===== src/core/gpid_defs.vh =====
`ifndef GPID_DEFS_VH
`define GPID_DEFS_VH
// Register offsets (byte addresses, word aligned)
`define GPID_OFF_RAW 8'h00
`define GPID_OFF_MIS 8'h04
`define GPID_OFF_EN 8'h08
`define GPID_OFF_CLR 8'h0c
`define GPID_OFF_TYPE_SEL 8'h10
`define GPID_OFF_TYPE_SET 8'h14
`define GPID_OFF_TYPE_RD 8'h18
`define GPID_OFF_PAD_SET 8'h1c
`define GPID_OFF_PAD_RD 8'h20
`define GPID_OFF_PIN_RD 8'h24
// Detection type codes, bits 2:0 of a type word
`define GPID_TYPE_FALL 3'h0
`define GPID_TYPE_RISE 3'h1
`define GPID_TYPE_BOTH 3'h2
`define GPID_TYPE_LOW 3'h3
`define GPID_TYPE_HIGH 3'h4
// Discrete flag position in type word
`define GPID_DISC_BIT 3
// Pad word layout: strength 3:0, pin type 7:4
`define GPID_PAD_W 8
// Source bit of DMA activity
`define GPID_DMA_BIT 8
// Reset values
`define GPID_TYPE_RST 3'h0
`define GPID_PAD_RST 8'h00
`endif


===== src/core/gpid_pin_detect.v =====
`timescale 1ns/10ps
`default_nettype none
`include "gpid_defs.vh"
// One pin: three-stage synchroniser plus edge or level detection
module gpid_pin_detect (
  input wire core_clk_i,
  input wire arst_n_i,
  input wire pin_i,
  input wire [2:0] type_i,
  input wire clear_i,
  output wire active_o,
  output wire level_o
);
  reg s1_reg;
  reg s2_reg;
  reg s3_reg;
  reg lvl_reg;
  reg lat_reg;
  wire rise;
  wire fall;
  wire hit_edge;
  wire is_level;
  // Synchroniser; first stage feeds only the second
  always @(posedge core_clk_i or negedge arst_n_i) begin
    if (!arst_n_i) begin
      s1_reg <= 1'b0;
      s2_reg <= 1'b0;
      s3_reg <= 1'b0;
      lvl_reg <= 1'b0;
    end else begin
      s1_reg <= pin_i;
      s2_reg <= s1_reg;
      s3_reg <= s2_reg;
      // Change counts once stages two and three agree
      if (s2_reg == s3_reg) begin
        lvl_reg <= s3_reg;
      end
    end
  end
  assign rise = (s2_reg == s3_reg) && s3_reg && !lvl_reg;
  assign fall = (s2_reg == s3_reg) && !s3_reg && lvl_reg;
  assign is_level = (type_i == `GPID_TYPE_LOW) || (type_i == `GPID_TYPE_HIGH);
  assign hit_edge = ((type_i == `GPID_TYPE_FALL) && fall) ||
                    ((type_i == `GPID_TYPE_RISE) && rise) ||
                    ((type_i == `GPID_TYPE_BOTH) && (rise || fall));
  always @(posedge core_clk_i or negedge arst_n_i) begin
    if (!arst_n_i) begin
      lat_reg <= 1'b0;
    end else if (hit_edge) begin
      lat_reg <= 1'b1;
    end else if (clear_i || is_level) begin
      lat_reg <= 1'b0;
    end
  end
  assign active_o = is_level ? ((type_i == `GPID_TYPE_HIGH) ? lvl_reg : !lvl_reg) : lat_reg;
  assign level_o = lvl_reg;
endmodule
`default_nettype wire


===== src/core/gpid_port_irq.v =====
// Design decisions made here: the strobed register port and the address map.
`timescale 1ns/10ps
`default_nettype none
`include "gpid_defs.vh"
module gpid_port_irq #(
  parameter PINS = 8,
  parameter HAS_DISCRETE = 1
) (
  input wire core_clk_i,
  input wire arst_n_i,
  input wire [PINS-1:0] pin_i,
  input wire dma_event_i,
  input wire [7:0] addr_i,
  input wire [31:0] wdata_i,
  input wire wr_i,
  input wire rd_i,
  output reg [31:0] rdata_o,
  output wire irq_o,
  output wire [PINS-1:0] pin_irq_o,
  output wire [PINS-1:0] pad_pull_up_o,
  output wire [PINS-1:0] pad_pull_dn_o
);
  localparam SRC = PINS + 1;
  // ****************************************
  // Registers
  // ****************************************
  reg [SRC-1:0] enable_reg;
  reg [PINS-1:0] pin_select_mask_reg;
  reg [2:0] type_reg [0:PINS-1];
  reg [PINS-1:0] disc_reg;
  reg [`GPID_PAD_W-1:0] pad_reg [0:PINS-1];
  reg dma_lat_reg;
  wire [SRC-1:0] raw_status;
  wire [SRC-1:0] masked_status;
  wire [PINS-1:0] pin_active;
  wire [PINS-1:0] pin_level;
  wire [SRC-1:0] source_select_mask;
  wire clr_wr;
  wire discrete_on;
  integer i;
  // Decode used by every write path
  function hit;
    input [7:0] a;
    input [7:0] off;
    begin
      hit = (a == off);
    end
  endfunction
  assign clr_wr = wr_i && hit(addr_i, `GPID_OFF_CLR);
  assign source_select_mask = clr_wr ? wdata_i[SRC-1:0] : {SRC{1'b0}};
  // ****************************************
  // Per-pin detectors
  // ****************************************
  genvar g;
  generate
    for (g = 0; g < PINS; g = g + 1) begin : pin_gen
      gpid_pin_detect u_det (
        .core_clk_i(core_clk_i),
        .arst_n_i(arst_n_i),
        .pin_i(pin_i[g]),
        .type_i(type_reg[g]),
        .clear_i(source_select_mask[g]),
        .active_o(pin_active[g]),
        .level_o(pin_level[g])
      );
      // Pull settings are the only pad effect on inputs
      assign pad_pull_up_o[g] = pad_reg[g][4];
      assign pad_pull_dn_o[g] = pad_reg[g][5];
    end
  endgenerate
  // DMA activity latched; set wins over clear
  always @(posedge core_clk_i or negedge arst_n_i) begin
    if (!arst_n_i) begin
      dma_lat_reg <= 1'b0;
    end else if (dma_event_i) begin
      dma_lat_reg <= 1'b1;
    end else if (source_select_mask[`GPID_DMA_BIT]) begin
      dma_lat_reg <= 1'b0;
    end
  end
  assign raw_status = {dma_lat_reg, pin_active};
  assign masked_status = raw_status & enable_reg;
  // Discrete mode is a port-wide setting mirrored in every pin word
  assign discrete_on = (HAS_DISCRETE != 0) && disc_reg[0];
  // summary routed onto pin 0 line
  assign pin_irq_o = discrete_on ? masked_status[PINS-1:0] :
                     {{(PINS-1){1'b0}}, |masked_status};
  assign irq_o = |masked_status;
  // ****************************************
  // Register writes
  // ****************************************
  always @(posedge core_clk_i or negedge arst_n_i) begin
    if (!arst_n_i) begin
      enable_reg <= {SRC{1'b0}};
      pin_select_mask_reg <= {PINS{1'b0}};
      disc_reg <= {PINS{1'b0}};
      for (i = 0; i < PINS; i = i + 1) begin
        type_reg[i] <= `GPID_TYPE_RST;
        pad_reg[i] <= `GPID_PAD_RST;
      end
    end else if (wr_i) begin
      if (hit(addr_i, `GPID_OFF_EN)) begin
        enable_reg <= wdata_i[SRC-1:0];
      end
      if (hit(addr_i, `GPID_OFF_TYPE_SEL)) begin
        pin_select_mask_reg <= wdata_i[PINS-1:0];
      end
      for (i = 0; i < PINS; i = i + 1) begin
        if (wdata_i[8 + i] && hit(addr_i, `GPID_OFF_TYPE_SET)) begin
          if (wdata_i[2:0] <= `GPID_TYPE_HIGH) begin
            type_reg[i] <= wdata_i[2:0];
          end
        end
        if (wdata_i[8 + i] && hit(addr_i, `GPID_OFF_PAD_SET)) begin
          pad_reg[i] <= wdata_i[`GPID_PAD_W-1+16:16];
        end
      end
      if (hit(addr_i, `GPID_OFF_TYPE_SET) && (HAS_DISCRETE != 0)) begin
        disc_reg <= {PINS{wdata_i[`GPID_DISC_BIT]}};
      end
    end
  end
  // ****************************************
  // Register reads, data one cycle later
  // ****************************************
  always @(posedge core_clk_i or negedge arst_n_i) begin
    if (!arst_n_i) begin
      rdata_o <= 32'h0000_0000;
    end else if (rd_i) begin
      rdata_o <= 32'h0000_0000;
      case (addr_i)
        `GPID_OFF_RAW: rdata_o[SRC-1:0] <= raw_status;
        `GPID_OFF_MIS: rdata_o[SRC-1:0] <= masked_status;
        `GPID_OFF_EN: rdata_o[SRC-1:0] <= enable_reg;
        `GPID_OFF_TYPE_SEL: rdata_o[PINS-1:0] <= pin_select_mask_reg;
        `GPID_OFF_TYPE_RD: rdata_o <= type_word(pin_select_mask_reg);
        `GPID_OFF_PAD_RD: rdata_o <= pad_word(pin_select_mask_reg);
        `GPID_OFF_PIN_RD: rdata_o[PINS-1:0] <= pin_level;
        default: rdata_o <= 32'h0000_0000;
      endcase
    end else begin
      rdata_o <= 32'h0000_0000;
    end
  end
  // Lowest selected pin picks the readback word
  function [31:0] type_word;
    input [PINS-1:0] sel;
    integer k;
    reg done;
    begin
      type_word = 32'h0000_0000;
      done = 1'b0;
      for (k = 0; k < PINS; k = k + 1) begin
        if (sel[k] && !done) begin
          type_word[2:0] = type_reg[k];
          type_word[`GPID_DISC_BIT] = disc_reg[k];
          done = 1'b1;
        end
      end
    end
  endfunction
  function [31:0] pad_word;
    input [PINS-1:0] sel;
    integer k;
    reg done;
    begin
      pad_word = 32'h0000_0000;
      done = 1'b0;
      for (k = 0; k < PINS; k = k + 1) begin
        if (sel[k] && !done) begin
          pad_word[`GPID_PAD_W-1:0] = pad_reg[k];
          done = 1'b1;
        end
      end
    end
  endfunction
endmodule
`default_nettype wire


===== config.mk =====
export PLATFORM = sky130hd
export DESIGN_NAME = gpid_port_irq
export DESIGN_NICKNAME = d
export VERILOG_FILES = /design/src/core/gpid_pin_detect.v /design/src/core/gpid_port_irq.v
export VERILOG_INCLUDE_DIRS = /design/src /design/src/core
export SDC_FILE = /design/constraint.sdc
export NUM_CORES = 1
export LEC_CHECK = 0
export BUFFER_PORTS_ARGS = -buffer_cell sky130_fd_sc_hd__buf_2
export CORE_ASPECT_RATIO = 1.75
export CORE_MARGIN = 4
export CORE_UTILIZATION = 53
export CTS_CLUSTER_DIAMETER = 100
export DETAILED_ROUTE_END_ITERATION = 10
export PLACE_DENSITY = 0.75
export SLEW_MARGIN = 20
export SYNTH_ARGS = -nofsm -noshare
export SYNTH_HDL_FRONTEND = slang
export SYNTH_HIERARCHICAL = 1
export SYNTH_SLANG_ARGS = --single-unit

===== constraint.sdc =====
create_clock -name core_clk_i -period 2.05 [get_ports core_clk_i]
set_clock_uncertainty 0.2 [all_clocks]
set_input_delay 0 -clock core_clk_i [delete_from_list [all_inputs] [get_ports core_clk_i]]
set_output_delay 0 -clock core_clk_i [all_outputs]
set_load 0.03 [all_outputs]

==> flow_summary.ini, run 1 <==
[run_status]
status = finished, violations left
violations = setup timing

[hold_path]
holdCritPathClass = input pin to flip-flop
worstHoldStart = pin_i[7]
whs_path_depth = 2
hold_path_end = pin_gen[7].u_det/s1_reg$_DFF_PN0_

[placed_design]
placed_area_um2 = 9487
globalplace.congestion = 0.9907
hpwlAfterDp_mm = 18.68
dp_slack_ns = -0.2296
port-buffer-count = 78

[clock_tree]
cts_buffers = 17
clock_path_buffers = 2
clk_latency_ns = 0.43
path_clk_slew_ns = 0.07
htreeDepth = 4
cts.sinks = 156
root_buffer = clkbuf_16
cts_tree = done

[layout]
multi_input_area_um2 = 4284
drive_gt1_share_pct = 41.84
largest_register_ffs = 48
regArea_um2 = 3910
final_cell_mix = dfrtp_1, buf_4, mux2_2
nNetsFinal = 1036
layout_commonest_cell = dfrtp_1
areaGrowthSynthToFinish_pct = 33.63
fill_cells = 1031
diodes = 0
final_area_um2 = 11060

[setup_path]
slowest_delay_ns = 0.46
reg2reg_from = pin_select_mask_reg[1]$_DFFE_PN0P_
required_ns = 1.85
startpoint_type = flip-flop
path_buf_inv = 2
reg2regPathDepth = 6
cp_max_fo = 5
r2r_slack_ns = -0.18
crit_chain = nor4b_1, a211oi_2, a222oi_1, buf_4, nand2_2, o21a_4, buf_6
cp_data_arrival_time_ns = 2.41
cp_top_family = compound AO/OA/AOI/OAI gates
r2r_end = rdata_o[7]$_DFF_PN0_
crit_path_top_delay_cell = nor4b_1
crit_type = flip-flop to output port
critPathCaptureType = output port

[timing]
rsz0062_at_grt = true
timing.final.ws_setup_ns = -0.5565
finalHoldViolCount = 0
fin_crit_sh_pct = 127.1
period_needed_ns = 2.607
tightest_slew_ns = 0.6161
slew_viol_final = 0
maxSlewHeadroom_pct = 58.93
final-setup-viol-count = 16
timing.setup.tns_ns = -2.712
fmax_mhz = 383.7

[logic_synthesis]
yosysUniqueCellTypes = 61
synth_edf_count = 0
synthCells = 745
async_flop_share_pct = 100.0
synth_seq_cells = 156
ys_seq_area_share_pct = 47.16
avgSynthCellArea_um2 = 11.11
ys_warn_count = 6
synth_ff_type = dfrtp_1
synth_area_um2 = 8278

[routing]
vias = 7306
drc_errors = 0
wire_per_inst_um = 23.19
drtPass1Iterations = 5
ant_nets = 0
finalWirelength_mm = 27.04
drtIter0Drc = 469
via_per_inst = 6.266

[grt]
grt_usage_pct = 30.17
grt_pass1_wl_mm = 41.28
grt_pass1_vias = 7816
grt_max_degree = 61
overflow = 0
antenna_found_initial = 0

[floorplan]
design.core.area_um2 = 15390
row_count = 60
start_util_pct = 53.79
die_h_um = 173.3
io_pins = 110
die_area_um2 = 17760
fp.dieW_um = 102.5

[pwr]
p_per_area_nw_per_um2 = 712.1
power_mw = 7.877
vdd_drop_max_mv = 0.5408
combPwrFrac_pct = 16.9
seq_power_share_pct = 42.7
p_int_mw = 5.493
swShare_pct = 30.26
p_clk_share_pct = 40.4
switchingPower_mw = 2.384
leakagePower_nw = 5.320

[run]
drv_cap = 0
layer usage:
| layer | vias to the layer above | global-route usage (%) | routed length [um] |
|---|---|---|---|
| met3 | 130 | 4.712 | 1574 |
| met4 | 0 | 18.45 | 1855 |
| li1 | 3163 | - | - |
| met2 | 393 | 53.05 | 14250 |
| met1 | 3620 | 32.80 | 9362 |
| met5 | - | 0 | 0 |
repair_timing:
action / CTS / global route
endpoints found under the setup margin: 17 / 19
setup buffers: 16 / 8
pin swaps: 33 / 31
resized for setup: 70 / 30
endpoints found under the hold margin: 285 / 0
hold buffers: 46 / 0
per-stage QoR:
stage	utilization [%]	cells	hold slack, ns
global route	71.88	1166	0.01039
floorplan	-	767	-0.4956
detailed placement	61.64	1071	-0.1746
finish	71.88	1166	0.008568
global placement	61.64	1071	-0.1886
CTS	70.76	1160	0.009568
Yosys cell counts, types with 2 or more instances:
cell / instances / area (um2)
nand2_1: 43 / 161.4
clkbuf_1: 27 / 101.4
nand2b_1: 13 / 81.33
and2b_1: 8 / 60.06
o211ai_1: 6 / 45.04
a21oi_1: 8 / 40.04
a2bb2oi_1: 2 / 17.52
a211oi_1: 20 / 150.1
or3_1: 2 / 12.51
nand3b_1: 28 / 210.2
and3_1: 18 / 112.6
and4_1: 2 / 17.52
mux2i_1: 6 / 60.06
xor2_1: 8 / 70.07
a22oi_1: 8 / 60.06
dfrtp_1: 156 / 3904
nor2_1: 17 / 63.81
nor4_1: 3 / 18.77
a32oi_1: 21 / 183.9
a31oi_1: 9 / 56.30
inv_1: 21 / 78.83
buf_4: 39 / 292.8
and3b_2: 8 / 80.08
a221oi_1: 4 / 35.03
o32ai_1: 3 / 26.28
o2bb2ai_1: 6 / 52.55
and2_1: 6 / 37.54
ha_1: 16 / 200.2
mux2_2: 107 / 1205
nand3_1: 16 / 80.08
o221ai_1: 4 / 35.03
o31ai_1: 2 / 15.01
buf_2: 4 / 20.02
nor3_1: 13 / 65.06
a32o_1: 4 / 40.04
nor4b_1: 11 / 96.34
nor2b_1: 17 / 106.4
o21ai_0: 36 / 180.2
layout make-up:
type | instances | share of cell area, %
Clock inverter | 14 | 1.357
Multi-Input combinational cell | 520 | 38.73
Sequential cell | 156 | 35.35
Inverter | 21 | 0.7126
Timing Repair Buffer | 251 | 17.78
Clock buffer | 18 | 3.970
Tap cell | 186 | 2.104
logic make-up after synthesis:
group,count (synthesis),synth area share [%]
mux,113,15.28
other cells,1,0.04530
buf+inv,91,5.955
xor+xnor,8,0.8465
simple gates,212,15.37
flops,156,47.16
fa+ha+maj,16,2.418
compound gates,148,12.92
power groups by stage:
stage,clock network (mW),logic (mW),registers (mW)
floorplan,0,0.607,3.35
global placement,0,1.06,3.38
detailed placement,0,1.09,3.40
CTS,3.21,1.27,3.35
global route,3.34,1.42,3.38
finish,3.18,1.33,3.36
how the worst max path moves through the flow:
stage                                  startpoint                    to  slack, ns  cells after the start
2_1_floorplan  pin_select_mask_reg[0]$_DFFE_PN0P_  rdata_o[4]$_DFF_PN0_      -0.17                      5
3_3_place_gp              type_reg[1]$_DFFE_PN0P_          pin_irq_o[0]      -0.27                      9
3_5_place_dp              type_reg[1]$_DFFE_PN0P_          pin_irq_o[0]      -0.23                      9
4_1_cts                   type_reg[1]$_DFFE_PN0P_          pin_irq_o[0]      -0.50                      8
5_1_grt                  type_reg[10]$_DFFE_PN0P_          pin_irq_o[0]      -0.60                      9
6_report                  type_reg[7]$_DFFE_PN0P_          pin_irq_o[0]      -0.56                      7
worst reg2reg max path, delay by kind of cell, from the launching register on:
kind            cells  cell delay [ns]
flops               1             0.40
compound gates      3             0.40
simple gates        2             1.00
buf+inv             1             0.15
Power figures use the tool's default switching activity.
==> inputs of run 2 (changes only) <==
--- a/config.mk
+++ b/config.mk
@@ -9,11 +9,13 @@
 export BUFFER_PORTS_ARGS = -buffer_cell sky130_fd_sc_hd__buf_2
 export CORE_ASPECT_RATIO = 1.75
 export CORE_MARGIN = 4
-export CORE_UTILIZATION = 53
+export CORE_UTILIZATION = 54
+export CTS_BUF_LIST = sky130_fd_sc_hd__clkbuf_4 sky130_fd_sc_hd__clkbuf_8
 export CTS_CLUSTER_DIAMETER = 100
 export DETAILED_ROUTE_END_ITERATION = 10
-export PLACE_DENSITY = 0.75
-export SLEW_MARGIN = 20
+export MAX_ROUTING_LAYER = met4
+export PLACE_DENSITY = 0.76
+export SLEW_MARGIN = 10
 export SYNTH_ARGS = -nofsm -noshare
 export SYNTH_HDL_FRONTEND = slang
 export SYNTH_HIERARCHICAL = 1
==> run 2 against run 1 <==
The flow still finishes with violations (setup timing). Maximum frequency rose by 5.0%. Global-route usage grew 0.99 points. Sequential share of layout area fell by 0.17 points. Critical path depth increased by 1. Highest routed layer unchanged.
==> flow_summary.ini, run 2 (synthesis gave the netlist of run 1 again) <==
[setup_path]
crit_chain = and2b_1, nor3_2, a211oi_2, a222oi_1, buf_4, nand2_2, o21a_4, buf_6
cp_data_arrival_time_ns = 2.28
critPathCaptureType = output port
required_ns = 1.85
crit_path_top_delay_cell = dfrtp_2
crit_type = flip-flop to output port
startpoint_type = flip-flop
cp_max_fo = 6
slowest_delay_ns = 0.45

[placed_design]
port-buffer-count = 78
dp_slack_ns = -0.2099
globalplace.congestion = 0.9793
hpwlAfterDp_mm = 18.30

[clock_tree]
root_buffer = clkbuf_8
path_clk_slew_ns = 0.09
clock_path_buffers = 2
clk_latency_ns = 0.46
cts.sinks = 156
cts_buffers = 17
htreeDepth = 4
cts_tree = done

[floorplan]
io_pins = 110
fp.dieW_um = 101.6
row_count = 59
design.core.area_um2 = 14990
die_h_um = 171.8
die_area_um2 = 17450
start_util_pct = 55.24

[layout]
layout_commonest_cell = dfrtp_1
diodes = 0
largest_register_ffs = 48
drive_gt1_share_pct = 43.31
areaGrowthSynthToFinish_pct = 34.36
final_cell_mix = dfrtp_1, buf_4, mux2_2
nNetsFinal = 1066
fin_util_pct = 74.22

[pwr]
vdd_drop_max_mv = 0.4790
p_clk_share_pct = 32.1
swShare_pct = 30.50
p_int_mw = 4.832
power_mw = 6.953
switchingPower_mw = 2.121
leakagePower_nw = 5.356
combPwrFrac_pct = 19.6
seq_power_share_pct = 48.3
p_per_area_nw_per_um2 = 625.1

[routing]
drtIter0Drc = 585
finalWirelength_mm = 26.10
drc_errors = 0
via_per_inst = 6.170
drtPass1Iterations = 5
ant_nets = 0
vias = 7355
wire_per_inst_um = 21.90

[timing]
rsz0062_at_grt = true
fmax_mhz = 402.9
finalHoldViolCount = 0
slew_viol_final = 0
timing.setup.tns_ns = -2.682
fin_crit_sh_pct = 121.1
final-setup-viol-count = 17
period_needed_ns = 2.482
timing.final.ws_setup_ns = -0.4317
maxSlewHeadroom_pct = 53.12
tightest_slew_ns = 0.6974

[run_status]
violations = setup timing
status = finished, violations left

[grt]
grt_pass1_wl_mm = 40.49
grt_usage_pct = 31.15
grt_max_degree = 57
overflow = 0
antenna_found_initial = 0
grt_pass1_vias = 7696

[hold_path]
holdCritPathClass = input pin to flip-flop

[run]
drv_cap = 0
[run 2: cell types whose count changed in the layout (fill, tap and decap cells not counted), sizes merged, moves of 3 or more]
cell	change
buf	+19
inv	-3
clkinvlp	+3
dlygate4sd3	+11
[run 2: path summary, 6_finish.rpt]
path	startpoint	end	slack (ns)	cells after the start
max	type_reg[5]$_DFFE_PN0P_	pin_irq_o[0]	-0.43	8
min	addr_i[3]	rdata_o[7]$_DFF_PN0_	0.02	5
max reg2reg	pin_select_mask_reg[1]$_DFFE_PN0P_	rdata_o[4]$_DFF_PN0_	-0.21	5
min reg2reg	pin_gen[1].u_det/s1_reg$_DFF_PN0_	pin_gen[1].u_det/s2_reg$_DFF_PN0_	0.15	0
max in group asynchronous	arst_n_i	pin_gen[4].u_det/level_o$_DFFE_PN0N_	0.57	4
min in group asynchronous	arst_n_i	pin_gen[7].u_det/s1_reg$_DFF_PN0_	0.39	3
[run 2: power groups by stage]
stage / registers, mW / logic [mW] / clock network (mW)
floorplan: 3.35 / 0.607 / 0
detailed placement: 3.40 / 1.08 / 0
global route: 3.37 / 1.45 / 2.39
finish: 3.36 / 1.36 / 2.23
CTS: 3.35 / 1.27 / 2.26
global placement: 3.38 / 1.05 / 0
[run 2: metrics by stage]
step | hold WS, ns | area (um2) | std cells
6_report | 0.01682 | 11120 | 1192
5_1_grt | 0.04415 | 11120 | 1192
4_1_cts | 0.01307 | 10940 | 1185
3_5_place_dp | -0.2061 | 9552 | 1078
3_3_place_gp | -0.2118 | 9552 | 1078
2_1_floorplan | -0.4956 | 8391 | 767
[run 2: layer usage]
metal,global-route usage [%],vias up,part of all wire [%]
met5,-,-,0
met4,17.94,0,6.1
met3,5.357,104,6.4
met2,53.28,380,52
met1,33.49,3664,35
li1,-,3207,-
[run 2: critical path, delay by kind of cell (launching register included)]
kind | cells | cell delay (ns)
AO/OA/AOI/OAI | 3 | 0.60
AND/OR/NAND/NOR | 3 | 0.46
buffers and inverters | 2 | 0.32
flip-flops | 1 | 0.45
[run 2: timing repair]
| action | 4_1_cts | 5_1_grt |
|---|---|---|
| buffers inserted | 22 | 8 |
| pin swaps | 34 | 18 |
| gates resized for setup | 72 | 34 |
| endpoints found under the setup margin | 17 | 17 |
| hold buffers | 57 | 0 |
| endpoints found under the hold margin | 285 | 0 |
[run 2: final cells by class]
type	instances	area, um2
tap	183	229.0
sequential	156	3913
fill	972	3864
clock inverter	14	136.4
multi-input combinational	520	4299
inverter	21	78.83
timing repair buffer	281	2232
clock buffer	17	234.0
